**config.mk**
```make
export PLATFORM = sky130hd
export DESIGN_NAME = acp_top
export DESIGN_NICKNAME = d
export VERILOG_FILES = /design/src/include/acp_pkg.sv /design/src/hw/acp_top.sv
export SDC_FILE = /design/constraint.sdc
export NUM_CORES = 1
export LEC_CHECK = 0
export BUFFER_PORTS_ARGS = -buffer_cell sky130_fd_sc_hd__buf_2
export CORE_MARGIN = 2
export CORE_UTILIZATION = 31
export CTS_BUF_LIST = sky130_fd_sc_hd__clkbuf_4 sky130_fd_sc_hd__clkbuf_8 sky130_fd_sc_hd__clkbuf_16
export DETAILED_ROUTE_END_ITERATION = 7
export RECOVER_POWER = 25
export SETUP_SLACK_MARGIN = 0.3
export SLEW_MARGIN = 20
export SYNTH_ARGS = -nofsm -noshare
export SYNTH_HDL_FRONTEND = slang
export SYNTH_SLANG_ARGS = --single-unit
```
**constraint.sdc**
```tcl
create_clock -name clk -period 2.4 [get_ports clk]
set_input_delay 0.12 -clock clk [delete_from_list [all_inputs] [get_ports clk]]
set_output_delay 0.12 -clock clk [all_outputs]
set_load 0.02 [all_outputs]
```
**src/include/acp_pkg.sv**
```systemverilog
// Functional notes
// - lock status bit is read-only, shows lock
// - divider source: aux oscillators or primary vco
// - output divider code 111 divides by one
// - pll input: fast rc, primary, or none
// - output enable drives divided reference clock
// - run-in-sleep keeps reference output alive
// - reference divider divides by two to code
// - sleep operand stops clocks and execution
// - idle halts cpu, peripherals keep clock
// - wake on interrupt, reset or watchdog
// - sleep shuts system clock and oscillator
// - clock monitor inactive throughout sleep
// - sleep keeps low-power rc only with watchdog
// - watchdog cleared on entering sleep or idle
// - sleep disables system-clocked peripherals
// - wake resumes with the same clock source
// - regulators standby in sleep unless kept
// - idle keeps low-power rc for watchdog/monitor
// - idle wake resumes execution two cycles later
// - peripherals get an idle stop indication
// - coincident interrupt held, then immediate wake
package acp_pkg;
   localparam int          ADDR_W      = 8;
   localparam logic [7:0]  OFF_AUX     = 8'h00;
   localparam logic [7:0]  OFF_REF     = 8'h04;
   localparam logic [7:0]  OFF_PWR     = 8'h08;
   localparam logic [7:0]  OFF_STAT    = 8'h0c;
   localparam logic [15:0] AUX_RST     = 16'h2700;
   localparam logic [15:0] AUX_WMASK   = 16'ha7c0;
   localparam logic [15:0] REF_RST     = 16'h0000;
   localparam logic [15:0] REF_WMASK   = 16'hbf00;
   localparam logic [15:0] PWR_RST     = 16'h0000;
   localparam logic [15:0] PWR_WMASK   = 16'h0900;
   localparam int          B_PLL_EN    = 15;
   localparam int          B_LOCK      = 14;
   localparam int          B_DIV_SRC   = 13;
   localparam int          B_PRI_SEL   = 7;
   localparam int          B_FRC_SEL   = 6;
   localparam int          B_REF_ON    = 15;
   localparam int          B_REF_SLP   = 13;
   localparam int          B_CORE_KEEP = 8;
   localparam int          B_FLSH_KEEP = 11;
   localparam int          F_AUX_DIV   = 8;
   localparam int          F_REF_DIV   = 8;
   localparam logic [2:0]  WAKE_CYC    = 3'h2;
   localparam logic [1:0]  RESP_OK     = 2'h0;
   localparam logic [1:0]  RESP_ERR    = 2'h2;
   localparam logic [1:0]  SRC_NONE    = 2'h0;
   localparam logic [1:0]  SRC_PRI     = 2'h1;
   localparam logic [1:0]  SRC_FRC     = 2'h2;
   localparam logic [1:0]  WK_NONE     = 2'h0;
   localparam logic [1:0]  WK_IRQ      = 2'h1;
   localparam logic [1:0]  WK_WDT      = 2'h2;

   typedef enum logic [2:0] {PS_RUN, PS_ENTER, PS_SLEEP, PS_IDLE, PS_WAKE} acp_pst_t;

   typedef struct packed {
      logic       aux_pll_power;
      logic [1:0] aux_pll_src;
      logic       aux_div_src;
      logic [2:0] aux_div_shift;
      logic       ref_out_en;
      logic       ref_clk;
      logic       cpu_clk_en;
      logic       cpu_halted;
      logic       sys_clk_off;
      logic       osc_off;
      logic       fail_safe_clock_monitor_active;
      logic       low_power_rc_clock_en;
      logic       wdt_clear;
      logic       periph_clk_en;
      logic       periph_idle;
      logic       core_reg_stby;
      logic       flash_reg_stby;
      logic [2:0] resume_clk_sel;
      logic       resume;
      logic       resume_to_isr;
   } acp_ctl_t;
endpackage : acp_pkg

```
**src/hw/acp_top.sv**
```systemverilog
`timescale 1ns/1ps
module acp_top
   import acp_pkg::*;
(
   input  wire logic              clk,
   input  wire logic              rst_b,
   input  wire logic              awvalid,
   output logic                   awready,
   input  wire logic [ADDR_W-1:0] awaddr,
   input  wire logic [2:0]        awprot,
   input  wire logic              wvalid,
   output logic                   wready,
   input  wire logic [31:0]       wdata,
   input  wire logic [3:0]        wstrb,
   output logic                   bvalid,
   input  wire logic              bready,
   output logic [1:0]             bresp,
   input  wire logic              arvalid,
   output logic                   arready,
   input  wire logic [ADDR_W-1:0] araddr,
   input  wire logic [2:0]        arprot,
   output logic                   rvalid,
   input  wire logic              rready,
   output logic [31:0]            rdata,
   output logic [1:0]             rresp,
   input  wire logic              pll_lock_pin,
   input  wire logic              ps_req,
   input  wire logic              ps_sleep,
   input  wire logic              irq_wake,
   input  wire logic              wdt_timeout,
   input  wire logic              wdt_enable,
   input  wire logic              fail_safe_clock_monitor_enable,
   input  wire logic [2:0]        sys_clk_sel,
   output acp_ctl_t               ctl
);

   typedef struct packed {
      logic              awrdy;
      logic              wrdy;
      logic              arrdy;
      logic              awv;
      logic              wv;
      logic [ADDR_W-1:0] awa;
      logic [15:0]       wd;
      logic [1:0]        ws;
      logic              bv;
      logic [1:0]        br;
      logic              rv;
      logic [15:0]       rd;
      logic [1:0]        rr;
      logic [15:0]       aux;
      logic [15:0]       refc;
      logic [15:0]       pwr;
      logic              lk1;
      logic              lk2;
      logic [14:0]       rcnt;
      acp_pst_t          pst;
      logic              mode_sleep;
      logic              pend;
      logic [2:0]        wcnt;
      logic [1:0]        cause;
      logic [2:0]        clksel;
      acp_ctl_t          ctl;
   } acp_state_t;

   acp_state_t s_r;
   acp_state_t s_nxt;

   logic [15:0] wmask;
   logic [15:0] aux_rd;
   logic [15:0] stat_rd;
   logic [14:0] div_mask;
   logic        locked;
   logic        in_sleep;
   logic        in_idle;
   logic        ref_act;

   always_comb begin
      s_nxt   = s_r;
      wmask   = {{8{s_r.ws[1]}}, {8{s_r.ws[0]}}};
      // aux lock bit only counts while the pll is enabled; stale lock is masked there, the status register shows lk2 unmasked
      locked  = s_r.aux[B_PLL_EN] & s_r.lk2;
      aux_rd  = s_r.aux;
      aux_rd[B_LOCK] = locked;
      stat_rd = {8'h00, s_r.lk2, s_r.pend, s_r.cause, 1'b0, s_r.pst};
      s_nxt.ctl.wdt_clear = 1'b0;
      s_nxt.ctl.resume    = 1'b0;

      // pin synchroniser; first stage feeds only the second
      s_nxt.lk1 = pll_lock_pin;
      s_nxt.lk2 = s_r.lk1;

      // write address and data are taken independently
      if (awvalid && s_r.awrdy) begin
         s_nxt.awv = 1'b1;
         s_nxt.awa = awaddr;
      end
      if (wvalid && s_r.wrdy) begin
         s_nxt.wv = 1'b1;
         s_nxt.wd = wdata[15:0];
         s_nxt.ws = wstrb[1:0];
      end
      if (bready && s_r.bv) begin
         s_nxt.bv = 1'b0;
      end
      if (s_r.awv && s_r.wv && !s_r.bv) begin
         s_nxt.awv = 1'b0;
         s_nxt.wv  = 1'b0;
         s_nxt.bv  = 1'b1;
         s_nxt.br  = RESP_OK;
         case (s_r.awa)
            OFF_AUX: begin
               s_nxt.aux = (s_r.aux & ~(wmask & AUX_WMASK)) | (s_r.wd & wmask & AUX_WMASK);
            end
            OFF_REF: begin
               // divider writes are taken even while enabled; software must not do that
               s_nxt.refc = (s_r.refc & ~(wmask & REF_WMASK)) | (s_r.wd & wmask & REF_WMASK);
            end
            OFF_PWR: begin
               s_nxt.pwr = (s_r.pwr & ~(wmask & PWR_WMASK)) | (s_r.wd & wmask & PWR_WMASK);
            end
            OFF_STAT: begin
               s_nxt.br = RESP_OK;
            end
            default: begin
               s_nxt.br = RESP_ERR;
            end
         endcase
      end

      // read answers one cycle after the address is taken
      if (arvalid && s_r.arrdy) begin
         s_nxt.rv = 1'b1;
         s_nxt.rr = RESP_OK;
         case (araddr)
            OFF_AUX: begin
               s_nxt.rd = aux_rd;
            end
            OFF_REF: begin
               s_nxt.rd = s_r.refc;
            end
            OFF_PWR: begin
               s_nxt.rd = s_r.pwr;
            end
            OFF_STAT: begin
               s_nxt.rd = stat_rd;
            end
            default: begin
               s_nxt.rd = 16'h0000;
               s_nxt.rr = RESP_ERR;
            end
         endcase
      end else if (rready && s_r.rv) begin
         s_nxt.rv = 1'b0;
      end

      // power-save sequencer
      case (s_r.pst)
         PS_RUN: begin
            if (ps_req) begin
               s_nxt.pst        = PS_ENTER;
               s_nxt.mode_sleep = ps_sleep;
               s_nxt.clksel     = sys_clk_sel;
               s_nxt.ctl.wdt_clear = wdt_enable;
               s_nxt.pend       = irq_wake;
            end
         end
         PS_ENTER: begin
            // an interrupt during entry is held, not acted on yet
            s_nxt.pend = s_r.pend | irq_wake;
            if (s_r.mode_sleep) begin
               s_nxt.pst = PS_SLEEP;
            end else begin
               s_nxt.pst = PS_IDLE;
            end
         end
         PS_SLEEP, PS_IDLE: begin
            if (s_r.pend || irq_wake || wdt_timeout) begin
               s_nxt.pst  = PS_WAKE;
               s_nxt.wcnt = WAKE_CYC;
               s_nxt.pend = 1'b0;
               if (s_r.pend || irq_wake) begin
                  s_nxt.cause = WK_IRQ;
               end else begin
                  s_nxt.cause = WK_WDT;
               end
            end
         end
         PS_WAKE: begin
            // clock is back on the cpu here; execution restarts after the count
            if (s_r.wcnt <= 3'h1) begin
               s_nxt.pst = PS_RUN;
               s_nxt.ctl.resume = 1'b1;
               s_nxt.ctl.resume_to_isr = (s_r.cause == WK_IRQ);
            end else begin
               s_nxt.wcnt = s_r.wcnt - 3'h1;
            end
         end
         default: begin
            s_nxt.pst = PS_RUN;
         end
      endcase

      in_sleep = (s_nxt.pst == PS_SLEEP);
      in_idle  = (s_nxt.pst == PS_IDLE);

      s_nxt.ctl.cpu_clk_en    = (s_nxt.pst == PS_RUN) || (s_nxt.pst == PS_WAKE);
      s_nxt.ctl.cpu_halted    = (s_nxt.pst != PS_RUN);
      s_nxt.ctl.sys_clk_off   = in_sleep;
      s_nxt.ctl.osc_off       = in_sleep;
      s_nxt.ctl.periph_clk_en = !in_sleep;
      s_nxt.ctl.periph_idle   = in_idle;
      s_nxt.ctl.fail_safe_clock_monitor_active   = fail_safe_clock_monitor_enable && !in_sleep;
      if (in_sleep) begin
         s_nxt.ctl.low_power_rc_clock_en = wdt_enable;
      end else begin
         s_nxt.ctl.low_power_rc_clock_en = wdt_enable || fail_safe_clock_monitor_enable;
      end
      s_nxt.ctl.core_reg_stby  = in_sleep && !s_r.pwr[B_CORE_KEEP];
      s_nxt.ctl.flash_reg_stby = in_sleep && !s_r.pwr[B_FLSH_KEEP];
      s_nxt.ctl.resume_clk_sel = s_nxt.clksel;

      // auxiliary clock path
      s_nxt.ctl.aux_pll_power = s_nxt.aux[B_PLL_EN];
      if (!s_nxt.aux[B_PLL_EN]) begin
         s_nxt.ctl.aux_pll_src = SRC_NONE;
      end else if (s_nxt.aux[B_FRC_SEL]) begin
         s_nxt.ctl.aux_pll_src = SRC_FRC;
      end else if (s_nxt.aux[B_PRI_SEL]) begin
         s_nxt.ctl.aux_pll_src = SRC_PRI;
      end else begin
         s_nxt.ctl.aux_pll_src = SRC_NONE;
      end
      s_nxt.ctl.aux_div_src   = s_nxt.aux[B_DIV_SRC];
      // shift count: code 111 divides by one, each step down doubles
      s_nxt.ctl.aux_div_shift = ~s_nxt.aux[F_AUX_DIV +: 3];

      // reference output: one-cycle pulse every 2^n clocks, so code 0 is steady high
      ref_act  = s_nxt.refc[B_REF_ON] && (!in_sleep || s_nxt.refc[B_REF_SLP]);
      div_mask = ~(15'h7fff << s_nxt.refc[F_REF_DIV +: 4]);
      s_nxt.ctl.ref_out_en = ref_act;
      if (ref_act) begin
         s_nxt.rcnt = s_r.rcnt + 15'h0001;
         s_nxt.ctl.ref_clk = ((s_r.rcnt & div_mask) == 15'h0000);
      end else begin
         s_nxt.rcnt = 15'h0000;
         s_nxt.ctl.ref_clk = 1'b0;
      end

      s_nxt.awrdy = !s_nxt.awv && !s_nxt.bv;
      s_nxt.wrdy  = !s_nxt.wv && !s_nxt.bv;
      s_nxt.arrdy = !s_nxt.rv;
   end

   always_ff @(posedge clk or negedge rst_b) begin
      if (!rst_b) begin
         // any device reset also ends sleep or idle
         s_r                   <= '0;
         s_r.awrdy             <= 1'b1;
         s_r.wrdy              <= 1'b1;
         s_r.arrdy             <= 1'b1;
         s_r.aux               <= AUX_RST;
         s_r.refc              <= REF_RST;
         s_r.pwr               <= PWR_RST;
         s_r.pst               <= PS_RUN;
         s_r.ctl.aux_div_src   <= AUX_RST[B_DIV_SRC];
         s_r.ctl.cpu_clk_en    <= 1'b1;
         s_r.ctl.periph_clk_en <= 1'b1;
      end else begin
         s_r <= s_nxt;
      end
   end

   assign awready = s_r.awrdy;
   assign wready  = s_r.wrdy;
   assign bvalid  = s_r.bv;
   assign bresp   = s_r.br;
   assign arready = s_r.arrdy;
   assign rvalid  = s_r.rv;
   assign rdata   = {16'h0000, s_r.rd};
   assign rresp   = s_r.rr;
   assign ctl     = s_r.ctl;

endmodule : acp_top

```
## After elaboration in Yosys (flattened, before gate mapping)

Index checks and enable logic that the tools add are counted.

| storage, ports and cells | value |
|---|---|
| bits of input ports | 75 |
| output and inout port bits | 66 |
| register bits | 152 |
| logic and storage cells | 160 |

| operators by class | value |
|---|---|
| $add $sub $neg | 2 |
| muxes and demuxes | 34 |
| magnitude comparators | 1 |
| bitwise gates (word level) | 15 |
| reduce and logical (&&, ||, !) cells | 45 |
| shift operators | 1 |
| equal/unequal tests | 17 |

Operators by type and width:

| kind | count |
|---|---|
| AND 16 bit | 4 |
| one-hot mux 16 bit (4 select lines) | 1 |
| two-way mux 16 bit | 3 |
| two-way mux 48 bit | 1 |
| equality test 8 x 4 -> 1 bit, second input constant | 4 |
| inverter 16 bit | 2 |
| bitwise OR 16 bit | 2 |
| equality test 8 x 3 -> 1 bit, second input constant | 2 |
| zero test 8 bit | 2 |
| two-way mux 2 bit | 8 |
| inverter 12 -> 16 bit | 1 |
| bitwise OR 16 x 12 -> 16 bit | 1 |
| adder 15 x 1 -> 15 bit, second input constant | 1 |
| AND 15 bit | 1 |
| zero test 15 bit | 1 |
| two-way mux 15 bit | 1 |
| inverter 15 bit | 1 |
| << shifter 15 x 4 -> 15 bit, first input constant | 1 |
| logical AND 1 bit | 13 |
| equality test 3 x 2 -> 1 bit, second input constant | 4 |
| two-way mux 3 bit | 4 |
| one-hot mux 3 bit (4 select lines) | 1 |
| AND reduction 2 bit | 6 |
| two-way mux 1 bit | 11 |
| 21 further kinds | 39 |

## Logic depth before layout (Yosys ltp)

| logic depth | value |
|---|---|
| word-level depth | 10 |
| depth in mapped cells | 8 |
| mapped depth without buffers | 7 |

## Worst setup path after synthesis

No wires, ideal clock.

| path | value |
|---|---|
| kind | register to register |
| start point | reg s_r (netlist bit bvalid) |
| end point | reg, netlist name ctl[16] |
| period minus slack after synthesis | 2063 ps |
| cell stages (with the launch flop) | 8 |
| path buffers | 1 |
| setup time | 111 ps |
| arrival time | 1952 ps |
| required time | 2289 ps |
| path slack | 337 ps |
| cells stage by stage | dfrtp_1 > and3b_1 > buf_2 > nand4_4 > or4_1 > a32oi_1 > o21ai_1 > a2111oi_2 |

RTL lines:

| what | RTL line | text |
|---|---|---|
| from (decl) | acp_top.sv:66 | `acp_state_t s_r;` |
| from (signal assigned) | acp_top.sv:270 | `s_r <= s_nxt;` |

==> results.md <==
* Status: finished clean
* Slew headroom at 19.02%
* Delay of the slowest critical-path stage at slightly above 500 ps
* CP Cell Sequence: nor4_4, nand3_1, nor2_2, nand3b_1, or3b_2, a21oi_1
* Via count at 3,493
* Cell Pwr Density at 967.2 nW/um^2
* Port Buffer Count at 90
* Cells after synthesis at 474
* Total Routing Usage GR at 12.98%
* IO Pins at 141
* Skew-Pair Late Insertion Delay at 350 ps
* Max-cap violations at 0
* Max stage delay cell, worst path: or3b_2
* Vias in the first global route at 3,547
* Filler instances at 1,632
* Post-synth EDFFs at 0
* Die height at 132.3 um
* CP delay by family, top: simple AND/OR/NAND/NOR gates
* Worst min path class: primary input to flop
* CORE AREA at between 15,000 and 20,000 um^2
* Post-Place Worst Slack at 266.7 ps
* RSZ-0062 raised after global routing: yes
* DR DRC count at 0
* Global-route wire length before repair at 17.99 mm
* Largest family of logic cells by synthesized area: simple AND/OR/NAND/NOR gates
* Htree depth at 3
* Final Max Slew Viols at 0
* Die area at 17,490 um^2
* Post-route setup slack at 312.4 ps
* Yosys top cell area share at 48.58%
* Startpoint Class: flop
* Largest net degree at the start of global routing at 48
* Initial core utilization at about a third
* Synth unique cells at 53
* CTS tree: done
* Worst slew pin tran at 1215 ps
* Compound-gate portion of the synthesized area at 9.225%
* Initial DRT Pass Iterations at 4
* Simple-gate share of the synthesized area at 14.18%
* Peak supply drop at 0.0004366 V
* Crit path max fanout at 4
* Routed wire per std cell at 14.13 um
* Inst Count DP at 726
* R2r startpoint: s_r[144]
* Via/cell ratio at about 4.5
* Crit Path Class: flop to flop
* Setup TNS at 0 ps
* Synth async-reset ratio at 100.0%
* Cts bufs inserted at 9
* Fin nets at between 600 and 700
* Final setup vio count at 0
* Initial DRC count at 260
* Adder-Cell Fraction of Synth Area at 0.6869%
* Setup Skew at 4.583 ps
* Fraction of layout cells with a size suffix above 1 at 27.39%
* Main synth FF type: dfrtp_1
* F_max at 479.0 MHz
* Non-filler cells, final at 771
* Hold Startpoint: sys_clk_sel[1]
* Final hold violation count at 0
* Mux share of post-synthesis cell area at 8.832%
* P&R area growth vs syn at 18.45%
* FP Rows at 46
* Gp weighted congestion at 0.8308
* Critical Path RT at about 2700 ps
* Crit path launch: s_r[144]
* Detailed Place HPWL at 7.824 mm
* Synth Register Bits at 108
* Sink Count at 108
* Post-route minimum period at 2088 ps
* Synth Warn # at 0
* Clock transition at path regs at approximately 70 ps
* Buffers & Inverters on Critical Path at 0
* Crit path capture type: flop
* Initial antenna violation count at 0
* Most area-consuming cells after synthesis: dfrtp_1 49%, buf_4 9.1%, mux2_2 7.1%, dfstp_2 4.6%, nor2_1 3.5%
* Gr ovfl total at 0
* Post-synthesis xor/xnor area fraction at 2.404%
* ANT cells at 0
* Die width at 132.3 um
* Leading area contributor after synthesis: dfrtp_1
* Final Core Density at 37.75%
* CTS Buffer Depth at 2
* Leakage power at 0.002833 uW
* CP Data Arrival Time at between 2000 and 2500 ps
* Syn Area/Cell at about 11 um^2
* Mapped cell area at 5100 um^2
* Root Driver: clkbuf_16
* Register area share after synthesis at 53.21%
* Remaining antenna violation count at 0
* Final period util at 86.99%
* Final wirelength at between 10 and 15 mm
-- final timing paths --
kind / slack [ps] / endpoint / depth (start not counted)
setup reg to reg: 310 / ctl[22] / 6
max in group asynchronous: 890 / wready / 3
hold reg to reg: 360 / s_r[53] / 0
hold / removal: 20 / ctl[3] / 2
min in group asynchronous: 560 / ctl[17] / 2
setup / recovery: 310 / ctl[22] / 6
-- layer usage --
layer,track usage (%),up-vias,share of wire (%)
met5,0,-,0
met4,6.452,0,2.5
li1,-,1679,-
met2,20.52,111,46
met1,17.06,1685,46
met3,2.537,18,4.7
-- cell type report --
type / count / area (um^2) / share of cell area [%]
sequential: 108 / 2714 / 44.93
multi-input combinational: 292 / 1882 / 31.15
timing repair buffer: 127 / 782.0 / 12.95
tap: 216 / 270.3 / 4.474
clock buffer: 9 / 225.2 / 3.728
clock inverter: 7 / 122.6 / 2.030
inverter: 12 / 45.04 / 0.7457
-- per-stage QoR --
step	cell area (um^2)	power, uW	hold slack, ps
finish	6041	5843	20.12
detailed placement	5428	4149	175.1
global route	6041	6203	7.707
global placement	5428	4075	169.7
floorplan	5167	3823	-175.6
CTS	6058	5937	4.642
-- worst register-to-register path, cell delays in order, from the launching register on --
cell and delay, ps:
dfrtp_1 410, nor4_4 370, nand3_1 210, nor2_2 160, nand3b_1 230, or3b_2 510, a21oi_1 130
-- synth_stat cells (all sizes together) (2+ instances only) --
cell and number:
and2 4, buf 65, nor2 48, o21ai 19
nor2b 12, nand3b 4, a21o 3, mux2 32
xor2 7, xnor2 7, or3 2, a21oi 15
nand2b 3, nand3 12, a32o 3, mux2i 9
ha 2, a22oi 2, o41ai 2, o31ai 3
o211ai 3, inv 12, nand4 2, and3 6
a22o 4, dfrtp 99, nand2 36, o22a 2
a31oi 3, and3b 2, dfstp 9, o21a 3
or2 3, nor3 5, nor3b 3, clkbuf 15
-- kinds of logic (layout without fill, tap and decap cells) --
| family | after synthesis | after routing |
|---|---|---|
| simple gates | 145 | 145 |
| flops | 108 | 108 |
| buf+inv | 92 | 155 |
| compound gates | 70 | 70 |
| mux | 41 | 41 |
| xor+xnor | 14 | 14 |
| fa+ha+maj | 3 | 3 |
| other cells | 1 | 19 |
-- flip-flops by register name, summed over array words and instances, names as in the netlist, named ones only --
signal / count
s_r: 53
ctl: 22
rdata: 15
aux_rd: 6
arready: 1
awready: 1
bresp: 1
bvalid: 1
rresp: 1
rvalid: 1
s_nxt: 1
wready: 1
-- power breakdown --
| group | leakage, uW | internal (uW) | switching (uW) |
|---|---|---|---|
| clock | 0.000168 | 1030 | 686 |
| combinational | 0.00130 | 633 | 768 |
| sequential | 0.00136 | 2280 | 445 |
| total | 0.00283 | 3940 | 1900 |
-- timing repair --
action | in CTS | in global routing
gates resized for setup | 1 | 2
setup buffers | 4 | 0
hold buffers | 25 | 0
pin swaps | 4 | 3
setup endpoints to repair | 4 | 3
hold endpoints to repair | 65 | 0
-- cells in the final DEF (no fill, tap or decap), drive strengths merged, types with 4 or more instances in the layout --
master / synthesis / routed
nor2b: 12 / 12
dfstp: 9 / 9
nand2: 36 / 36
mux2: 32 / 32
nor3: 5 / 5
nor2: 48 / 48
xor2: 7 / 7
xnor2: 7 / 7
nand3b: 4 / 4
mux2i: 9 / 9
conb: 1 / 19
and2: 4 / 4
and3: 6 / 6
a21oi: 15 / 15
nand3: 12 / 12
clkbuf: 15 / 27
a22o: 4 / 4
o21ai: 19 / 19
inv: 12 / 14
buf: 65 / 84
dfrtp: 99 / 99
dlygate4sd3: 0 / 25
(Power assumes the default switching activity.)
